**src/logic/clamp_pwm_defs.vh**
```
// timing constants for the active clamp pwm timing block
`ifndef CLAMP_PWM_DEFS_VH
`define CLAMP_PWM_DEFS_VH
// clock period in ps (250 mhz)
`define CLK_PERIOD_PS 4000
// charge interval factor in fF per ohm, discharge factor in fF per ohm
`define CHARGE_FACTOR_FF 37330
`define DISCHARGE_FACTOR_FF 16000
// fixed part of the turn-on delay in ps, resistor part in ohms per ns
`define DELAY_FIXED_PS 50000
`define DELAY_OHM_PER_NS 87
// cycles of the fixed delay, rounded up
`define DELAY_FIXED_CYC ((`DELAY_FIXED_PS + `CLK_PERIOD_PS - 1) / `CLK_PERIOD_PS)
// control voltages as 8-bit codes, full scale 5 V = 8'hff
`define CODE_ZERO_DUTY 8'h40
`define CODE_SS_TOP 8'he6
`define CODE_SS_FULL 8'hff
// soft-start: iss = 2.5 V * 0.43 / r, step of one code = 5/255 V
`define SS_VREF_MV 2500
`define SS_GAIN_X100 43
`define SS_CODE_UV 19608
// fixed-point scale for resistor to cycle conversions
`define FRAC_BITS 16
`endif

```
**src/logic/clamp_pwm_timing.v**
```verilog
// ramp oscillator, sync, soft start and complementary drive timing
//
// Contract
// - a skipped main pulse also drops the clamp pulse of that cycle
// - main on time never exceeds the ramp charging interval
// - main drive stays off while the ramp discharges
// - sync rising edge ends charging at once and starts discharge
// - discharge reaching valley starts a new charge automatically
// - sync leaves charge and discharge rates unchanged
// - too wide sync pulse pauses ramp flat with both drives off
// - both drives off once discharge ends while sync input stays continuously high
// - charge time is r times 37.33 pF, discharge r times 16 pF
// - soft-start current is 2.5 V over charge resistor times 0.43
// - soft start runs 0 to 5 V, only 1.25 to 4.5 V limits width
// - turn-on delay is 50 ns plus delay resistor over 0.87e11
// - clamp drive is complement of main drive apart from delays
// - switching only above 1.25 V feedback, else pulses skipped
`timescale 1ns/10ps
`include "clamp_pwm_defs.vh"

module clamp_pwm_timing #(
  parameter RW = 24,
  parameter CW = 20
) (
  input wire clk,
  input wire rst_n,
  input wire ext_timebase,
  input wire [7:0] feedback_level,
  input wire [RW-1:0] charge_timing_resistor,
  input wire [RW-1:0] discharge_timing_resistor,
  input wire [RW-1:0] turn_on_delay_resistor,
  input wire [15:0] soft_start_capacitor,
  output reg main_drive,
  output reg clamp_drive,
  output reg ramp_charging,
  output reg [7:0] soft_start_level
);

  localparam ST_CHARGE = 2'd0;
  localparam ST_DISCHARGE = 2'd1;
  localparam ST_PAUSE = 2'd2;

  // ohms to cycles in 16-bit fixed point, rounded to nearest
  // fF times ohms gives fs, hence the extra 1000 against the ps period;
  // 64 bits so the shifted charge factor cannot wrap negative
  localparam [63:0] K_CHARGE_W = ((64'd1 * `CHARGE_FACTOR_FF << `FRAC_BITS)
    + `CLK_PERIOD_PS * 500) / (`CLK_PERIOD_PS * 1000);
  localparam [31:0] K_CHARGE = K_CHARGE_W[31:0];
  localparam [63:0] K_DISCH_W = ((64'd1 * `DISCHARGE_FACTOR_FF << `FRAC_BITS)
    + `CLK_PERIOD_PS * 500) / (`CLK_PERIOD_PS * 1000);
  localparam [31:0] K_DISCH = K_DISCH_W[31:0];
  localparam [31:0] K_DELAY = ((1000 << `FRAC_BITS) / `DELAY_OHM_PER_NS
    + `CLK_PERIOD_PS / 2) / `CLK_PERIOD_PS;
  // soft-start cycles per code = c * r * code_v / (2.5 * 0.43 * tclk)
  // scaled by 2^32 and c in pF
  localparam [63:0] K_SS = (64'd1 << 32) * `SS_CODE_UV * 100
    / (64'd1000 * `SS_VREF_MV * `SS_GAIN_X100 * `CLK_PERIOD_PS);
  // one cycle in the 32.32 soft-start accumulator
  localparam [63:0] SS_STEP = 64'h0000_0001_0000_0000;
  localparam [CW-1:0] DELAY_FIXED = `DELAY_FIXED_CYC;
  localparam [7:0] CTRL_RANGE = `CODE_SS_TOP - `CODE_ZERO_DUTY;

  reg sync_a;
  reg sync_b;
  reg sync_c;
  reg sync_level;
  reg sync_prev;
  reg [1:0] state;
  reg [CW-1:0] count;
  reg [CW-1:0] charge_cyc;
  reg [CW-1:0] disch_cyc;
  reg [CW-1:0] delay_cyc;
  reg [63:0] ss_cyc;
  reg [63:0] ss_count;
  reg cycle_active;
  reg pwm_on;
  reg [CW-1:0] dead_count;

  wire [RW+31:0] charge_prod = charge_timing_resistor * K_CHARGE;
  wire [RW+31:0] disch_prod = discharge_timing_resistor * K_DISCH;
  wire [RW+31:0] delay_prod = turn_on_delay_resistor * K_DELAY;
  wire [RW+79:0] ss_prod = charge_timing_resistor * soft_start_capacitor
    * K_SS;
  wire sync_rise = sync_level & ~sync_prev;
  wire [7:0] ctrl = (feedback_level < soft_start_level) ? feedback_level :
    soft_start_level;
  // soft start above 4.5 V no longer limits width
  wire [7:0] ctrl_lim = (soft_start_level >= `CODE_SS_TOP) ? feedback_level :
    ctrl;
  wire allow = ctrl_lim > `CODE_ZERO_DUTY;
  wire [7:0] ctrl_span = ctrl_lim - `CODE_ZERO_DUTY;
  // width demand compared without a divider: count*range vs span*charge
  wire [CW+7:0] ramp_scaled = count * CTRL_RANGE;
  wire [CW+7:0] demand_scaled = ctrl_span * charge_cyc;
  wire charge_done = (count + 1'b1) >= charge_cyc;
  wire disch_done = (count + 1'b1) >= disch_cyc;

  // three stages; a change counts once the last two agree
  always @(posedge clk or negedge rst_n) begin
    if (!rst_n) begin
      sync_a <= 1'b0;
      sync_b <= 1'b0;
      sync_c <= 1'b0;
      sync_level <= 1'b0;
      sync_prev <= 1'b0;
    end else begin
      sync_a <= ext_timebase;
      sync_b <= sync_a;
      sync_c <= sync_b;
      if (sync_b == sync_c) begin
        sync_level <= sync_c;
      end
      sync_prev <= sync_level;
    end
  end

  // interval lengths from the timing resistors, at least one cycle
  always @(posedge clk or negedge rst_n) begin
    if (!rst_n) begin
      charge_cyc <= {{(CW-1){1'b0}}, 1'b1};
      disch_cyc <= {{(CW-1){1'b0}}, 1'b1};
      delay_cyc <= DELAY_FIXED;
      ss_cyc <= SS_STEP;
    end else begin
      charge_cyc <= (charge_prod[`FRAC_BITS+CW-1:`FRAC_BITS] == 0) ?
        {{(CW-1){1'b0}}, 1'b1} :
        charge_prod[`FRAC_BITS+CW-1:`FRAC_BITS];
      disch_cyc <= (disch_prod[`FRAC_BITS+CW-1:`FRAC_BITS] == 0) ?
        {{(CW-1){1'b0}}, 1'b1} :
        disch_prod[`FRAC_BITS+CW-1:`FRAC_BITS];
      delay_cyc <= delay_prod[`FRAC_BITS+CW-1:`FRAC_BITS]
        + DELAY_FIXED;
      // fraction kept: truncating to whole cycles skews the ramp rate
      ss_cyc <= (ss_prod[63:32] == 32'h0) ? SS_STEP :
        ss_prod[63:0];
    end
  end

  // soft-start ramp, one code per ss_cyc cycles, 0 V up to 5 V
  always @(posedge clk or negedge rst_n) begin
    if (!rst_n) begin
      ss_count <= 64'h0;
      soft_start_level <= 8'h00;
    end else if (soft_start_level != `CODE_SS_FULL) begin
      if (ss_count + SS_STEP >= ss_cyc) begin
        ss_count <= ss_count + SS_STEP - ss_cyc;
        soft_start_level <= soft_start_level + 8'h01;
      end else begin
        ss_count <= ss_count + SS_STEP;
      end
    end
  end

  // ramp oscillator; sync cuts charging short or holds a pause, rates stay put
  always @(posedge clk or negedge rst_n) begin
    if (!rst_n) begin
      state <= ST_DISCHARGE;
      count <= {CW{1'b0}};
      cycle_active <= 1'b0;
    end else begin
      case (state)
        ST_CHARGE: begin
          if (sync_rise || charge_done) begin
            state <= ST_DISCHARGE;
            count <= {CW{1'b0}};
          end else begin
            count <= count + 1'b1;
          end
        end
        ST_DISCHARGE: begin
          if (disch_done) begin
            count <= {CW{1'b0}};
            if (sync_level) begin
              state <= ST_PAUSE;
              cycle_active <= 1'b0;
            end else begin
              state <= ST_CHARGE;
              cycle_active <= allow;
            end
          end else begin
            count <= count + 1'b1;
          end
        end
        default: begin
          // flat ramp while sync is held high
          cycle_active <= 1'b0;
          if (!sync_level) begin
            state <= ST_CHARGE;
            count <= {CW{1'b0}};
            cycle_active <= allow;
          end
        end
      endcase
    end
  end

  // pwm request: only within charging, ends on width demand
  always @(posedge clk or negedge rst_n) begin
    if (!rst_n) begin
      pwm_on <= 1'b0;
      ramp_charging <= 1'b0;
    end else begin
      ramp_charging <= (state == ST_CHARGE);
      if (state != ST_CHARGE || sync_rise || charge_done) begin
        pwm_on <= 1'b0;
      end else if (count == {CW{1'b0}}) begin
        pwm_on <= allow;
      end else if (ramp_scaled >= demand_scaled || !allow) begin
        pwm_on <= 1'b0;
      end
    end
  end

  // complementary drives with turn-on delay on both edges
  always @(posedge clk or negedge rst_n) begin
    if (!rst_n) begin
      main_drive <= 1'b0;
      clamp_drive <= 1'b0;
      dead_count <= {CW{1'b0}};
    end else if (pwm_on && cycle_active) begin
      clamp_drive <= 1'b0;
      if (clamp_drive) begin
        dead_count <= {CW{1'b0}};
      end else if (dead_count < delay_cyc) begin
        dead_count <= dead_count + 1'b1;
      end else begin
        main_drive <= 1'b1;
      end
    end else begin
      main_drive <= 1'b0;
      if (main_drive) begin
        dead_count <= {CW{1'b0}};
      end else if (!cycle_active || state == ST_PAUSE) begin
        clamp_drive <= 1'b0;
        dead_count <= {CW{1'b0}};
      end else if (dead_count < delay_cyc) begin
        dead_count <= dead_count + 1'b1;
      end else begin
        clamp_drive <= 1'b1;
      end
    end
  end

endmodule // clamp_pwm_timing

```
**config.mk**
```make
export PLATFORM = sky130hd
export DESIGN_NAME = clamp_pwm_timing
export DESIGN_NICKNAME = d
export VERILOG_FILES = /design/src/logic/clamp_pwm_timing.v
export VERILOG_INCLUDE_DIRS = /design/src /design/src/logic
export SDC_FILE = /design/constraint.sdc
export NUM_CORES = 2
export LEC_CHECK = 0
export ABC_AREA = 1
export BUFFER_PORTS_ARGS = -buffer_cell sky130_fd_sc_hd__buf_2
export CELL_PAD_IN_SITES_DETAIL_PLACEMENT = 0
export CELL_PAD_IN_SITES_GLOBAL_PLACEMENT = 1
export CORE_MARGIN = 1
export CORE_UTILIZATION = 40
export DETAILED_ROUTE_END_ITERATION = 16
export GPL_TIMING_DRIVEN = 0
export HOLD_SLACK_MARGIN = 0.15
export PLACE_DENSITY = 0.79
export SLEW_MARGIN = 30
export SYNTH_ARGS = -nofsm -noshare
export SYNTH_HDL_FRONTEND = slang
export SYNTH_SLANG_ARGS = --single-unit
```
**constraint.sdc**
```tcl
create_clock -name clk -period 10.5 [get_ports clk]
set_clock_uncertainty 0.05 [all_clocks]
set_input_delay 1.05 -clock clk [delete_from_list [all_inputs] [get_ports clk]]
set_output_delay 1.05 -clock clk [all_outputs]
set_load 0.02 [all_outputs]
```
Word level (Yosys, flattened, before mapping)
Cells that the tools add are included.
{"block": "classes", "addsub": 7, "n_mul": 7, "magnitude_cmp": 8, "eq_ne": 11, "muxes": 32, "bitwise_logic": 3, "n_reduce_logical": 20}
{"cell": "two-way mux 20 bit", "n": 8}
{"cell": "adder 64 x 33 -> 64 bit, second input constant", "n": 1}
{"cell": "greater-or-equal comparator 64 x 55 -> 1 bit", "n": 1}
{"cell": "multiplier 24 x 8 -> 32 bit, second input constant", "n": 2}
{"cell": "two-way mux 64 bit", "n": 1}
{"cell": "subtractor 64 x 55 -> 64 bit", "n": 1}
{"cell": "zero test 20 bit", "n": 3}
{"cell": "multiplier 40 x 15 -> 55 bit, second input constant", "n": 1}
{"cell": "two-way mux 55 bit", "n": 1}
{"cell": "adder 20 x 1 -> 20 bit, second input constant", "n": 2}
{"cell": "multiplier 24 x 16 -> 40 bit", "n": 1}
{"cell": "one-hot mux 20 bit (2 select lines)", "n": 1}
{"cell": "zero test 32 bit", "n": 1}
{"cell": "multiplier 24 x 6 -> 30 bit, second input constant", "n": 1}
{"cell": "greater-or-equal comparator 28 bit", "n": 1}
{"cell": "multiplier 20 x 7 -> 27 bit, second input constant", "n": 1}
{"cell": "multiplier 8 x 18 -> 26 bit", "n": 1}
{"cell": "greater-or-equal comparator 20 x 17 -> 1 bit", "n": 1}
{"cell": "greater-or-equal comparator 20 x 18 -> 1 bit", "n": 1}
{"cell": "< comparator 20 x 17 -> 1 bit", "n": 1}
{"cell": "two-way mux 18 bit", "n": 1}
{"cell": "adder 16 x 4 -> 17 bit, second input constant", "n": 1}
{"cell": "two-way mux 17 bit", "n": 1}
{"cell": "two-way mux 8 bit", "n": 2}
{"cell": "27 further kinds", "n": 52}
{"block": "totals", "register_bits": 231, "wordCells": 107}

Logic depth before layout (Yosys ltp)
{"block": "depth", "ltp_word": 10, "ltp_mapped": 55, "ltp_nobuf": 52}

Worst setup path before layout
Ideal clock, no wire load.
{"block": "synth_timing", "path_type": "input port to flip-flop", "start": "input port charge_timing_resistor[5]", "end": "register ss_cyc[13]", "t_arrival_ps": 10610, "setup_slack_ps": -280, "stages": 44, "n_path_buf": 3, "cell_sequence": "clkbuf_1 > clkbuf_1 > nand2_1 > fa_1 > inv_1 > fa_1 > inv_1 > fa_1 > inv_1 > fa_1 > fa_1 > inv_1 > fa_1 > inv_1 > ha_1 > nand2_1 > nor2_1 > inv_1 > [... 8 more ...] > fa_1 > fa_1 > fa_1 > ha_1 > ha_1 > a21oi_1 > o21ai_0 > a21oi_1 > nor2_1 > nor2_1 > nand3_1 > nand2_1 > nand3_1 > nor2_1 > nand3_1 > nor2_4 > buf_6 > nor2_1"}
{"block": "synth_between", "elab_chain_cells": 4}
{"element": "start: declaration", "line_no": "clamp_pwm_timing.v:29", "rtl": "input wire [RW-1:0] charge_timing_resistor,"}
{"element": "multiplier 24 x 16 -> 40 bit *", "line_no": "clamp_pwm_timing.v:82", "rtl": "wire [RW+79:0] ss_prod = charge_timing_resistor * soft_start_capacitor"}
{"element": "multiplier 40 x 15 -> 55 bit *", "line_no": "clamp_pwm_timing.v:83", "rtl": "* K_SS;"}
{"element": "zero test 32 bit", "line_no": "clamp_pwm_timing.v:134", "rtl": "ss_cyc <= (ss_prod[63:32] == 32'h0) ? SS_STEP :"}
{"element": "two-way mux 55 bit *", "line_no": "clamp_pwm_timing.v:134"}
{"element": "end signal: assignment", "line_no": "clamp_pwm_timing.v:134"}
{"element": "end: declaration", "line_no": "clamp_pwm_timing.v:73", "rtl": "reg [63:0] ss_cyc;"}
Mark *: on every way between the ends. The rest lies on a longest branch, timed or not.
A chain may end at the register's enable or synchronous reset.

Worst setup path after layout
{"block": "layout_timing", "start": "input port charge_timing_resistor[5]", "end": "register ss_cyc[3]"}
{"block": "layout_between", "elab_chain_cells": 4}
{"element": "multiplier 24 x 16 -> 40 bit", "line_no": "clamp_pwm_timing.v:82"}
{"element": "multiplier 40 x 15 -> 55 bit", "line_no": "clamp_pwm_timing.v:83"}
{"element": "zero test 32 bit", "line_no": "clamp_pwm_timing.v:134"}
{"element": "two-way mux 55 bit", "line_no": "clamp_pwm_timing.v:134"}
No other way between the ends.

==> flow_summary.yaml <==
outcome:
  outcome: "complete, no violations"
sta:
  tightestPinTransition_ns: 1.01
  fin_setup_tns_ns: 0
  setup_viol: 0
  slew_violations: 0
  relSlewSlack_pct: 32.0
  hold_violations: 0
  worst_hold_slack_ns: 0.299
  clock.fmax_mhz: 96.6
  min_period_over_period_pct: 98.6
  fin_crit_ns: 10.35
run:
  cap_violations: 0
worst_setup_path:
  worstRegToRegCells: 39
  crit_fanout: 7
  critPathRequiredTime_ns: 10.94
  r2r_setup_slack_ns: 1.13
  cp.arrival_ns: 10.79
  end_kind: "flip-flop"
  slowest_delay_ns: 0.58
  cp-endpoint: "ss_cyc[3]$_DFF_PN0_"
  startpoint: "charge_timing_resistor[5]"
  r2r-start: "soft_start_level[4]$_DFFE_PN0P_"
  cp_common_cell: "fa_1"
  cp_slowest_cell: "fa_1"
  rr_endpoint: "pwm_on$_DFFE_PN0P_"
  crit_type: "input port to flip-flop"
  cp-start-kind: "input port"
global_route:
  gr-total-overflow: 0
  grtUsageTotal_pct: 23.3
  grt_antenna_before_repair: 3
  grt_pass1_vias: 48083
  grt_pass1_wl_mm: 256
  grt_start_max_net_pins: 84
synthesis:
  ys_ff_latch: 231
  avgSynthCellArea_sq_um: 7.27
  ys_types: 53
  syn-cell-area_sq_um: 54600
  synth_edf_count: 0
  synth_nets: 9112
  ys.flop_type: "dfrtp_1"
  netlist_instances: 7506
  yosys_warnings: 0
  synth-async-reset-ratio_pct: 100
  yosysSeqAreaShare_pct: 10.6
route:
  wl_per_cell_um: 17.0
  wirelength_mm: 163
  ant_nets: 0
  drc: 0
  drtIter0Drc: 2913
  dr.pass1.iters: 6
  viasPerCell: 5.04
  vias: 48246
clock_network:
  clkTransAtPathRegs_ns: 0.06
  cts.sinks: 231
  htree_levels: 1
  root_buffer: "clkbuf_16"
  cts_buffer_depth: 3
  cts_tree: "done"
  clock_latency_ns: 0.61
  numCtsBuffers: 29
die:
  fp.dieW_um: 371
  fp.dieH_um: 371
  die_area_sq_um: 138000
  io_pins: 110
  rows: 135
  start_util_pct: 40.3
  coreArea_sq_um: 135000
cells_and_area:
  instances_no_fill: 9568
  drive_gt1_share_pct: 11.4
  final_common_cell: "inv_1"
  finalNetCount: 9369
  final_area_sq_um: 63900
  syn_to_final_growth_pct: 17.1
  final_cell_mix: "inv_1 (1785), nand2_1 (1611), ha_1 (751)"
hold_path:
  hold_class: "flip-flop to flip-flop"
placement:
  placed_cell_area_sq_um: 57600
  placedCellCount: 9400
  io_buffers: 109
  dp_hpwl_mm: 137
  gp_congestion: 0.965
final cells by class:
cell class	instances	area, sq um
Inverter	1817	6830
Timing Repair Buffer	252	2200
Buffer	93	1050
Clock buffer	33	761
Multi-Input combinational cell	5339	44800
Antenna cell	1	2.50
Tap cell	1781	2230
Clock inverter	21	234
Sequential cell	231	5790
Fill cell	13379	71400
stage by stage:
| step | worst slack [ns] | utilization (%) |
|---|---|---|
| CTS | 0.00146 | 45.3 |
| finish | 0.149 | 47.2 |
| global route | -0.167 | 47.2 |
| floorplan | 0.00582 | - |
| global placement | -2.62 | 42.4 |
| detailed placement | -2.38 | 42.6 |
synth_stat cells (2+ instances only):
library cell  number  area share (%)
nand3_1          252             2.3
nand4_1           78            0.89
a21boi_0          10            0.14
a21oi_1          372             3.4
or2_2              7           0.080
o21bai_1          35            0.48
xor2_1           134             2.2
nand2_1         1722              12
clkbuf_1         101            0.69
o21ai_1           15            0.14
a221oi_1           2           0.032
nand2_2           10            0.11
buf_2             12            0.11
clkinv_1           3           0.021
inv_1           1808              12
a31oi_1           17            0.19
dfstp_2            7            0.34
dfrtp_1          224              10
nor2_1           630             4.3
o21a_1            18            0.25
nor3_1            74            0.68
ha_1             852              20
and2_1             6           0.069
a211oi_1           8            0.11
a31o_2             2           0.032
o211ai_1          13            0.18
xnor2_1           94             1.5
a21o_1            23            0.32
nor4_1            14            0.16
and3_1             2           0.023
nor2_2            14            0.16
fa_1             655              24
inv_2              6           0.041
nor3b_1            2           0.028
o21ai_0          254             2.3
nand3b_1           9            0.12
buf_6              5            0.10
sequential cells by signal (all words and copies together), names as in the netlist, 2 cells and up:
register and cells:
ss_cyc 55, ss_count 64, delay_cyc 17, soft_start_level 8, count 20, dead_count 20
state 2, disch_cyc 17, charge_cyc 18
cell families (layout without fill, tap and decap cells):
family                   Yosys count  in the layout  share of synthesized area, %
XOR/XNOR                         229            229                          3.69
AO/OA/AOI/OAI                    774            774                          7.69
adder cells (fa/ha/maj)         1508           1508                          43.6
flip-flops                       231            231                          10.6
buffers and inverters           1936           2216                          13.4
other                              0              1                             0
AND/OR/NAND/NOR                 2828           2828                          21.0
worst min path at each step:
stage / cells past startpoint / to / from
after floorplan: 0 / sync_b$_DFF_PN0_ / sync_a$_DFF_PN0_
after global routing: 0 / sync_b$_DFF_PN0_ / sync_a$_DFF_PN0_
after CTS: 0 / sync_b$_DFF_PN0_ / sync_a$_DFF_PN0_
after detailed placement: 0 / sync_b$_DFF_PN0_ / sync_a$_DFF_PN0_
after global placement: 0 / sync_b$_DFF_PN0_ / sync_a$_DFF_PN0_
final: 0 / sync_b$_DFF_PN0_ / sync_a$_DFF_PN0_
layer usage:
layer | GRT usage, % | up-vias | part of all wire [%]
met5 | 0 | - | 0
met1 | 31.5 | 23461 | 45
met3 | 2.75 | 234 | 5.0
met4 | 5.71 | 0 | 2.7
li1 | - | 23510 | -
met2 | 39.3 | 1041 | 48
repair_timing:
action | 4_1_cts | 5_1_grt
setup buffers | 60 | 73
endpoints found under the hold margin | 0 | 0
setup endpoints to repair | 55 | 33
gates cloned | 3 | 3
pin swaps | 81 | 221
gates resized for setup | 480 | 448
hold buffers | 0 | 0
worst max-delay path: cells and delay by family:
family / cells / cell delay, ns
adders and majority gates: 13 / 5.71
and+or+nand+nor: 19 / 2.13
buffers and inverters: 12 / 1.28
AOI/OAI and AO/OA: 4 / 0.62
Power is left out: the tool's default activity adds up to more than one toggle a clock period on the data nets, which glitch-free logic cannot reach.
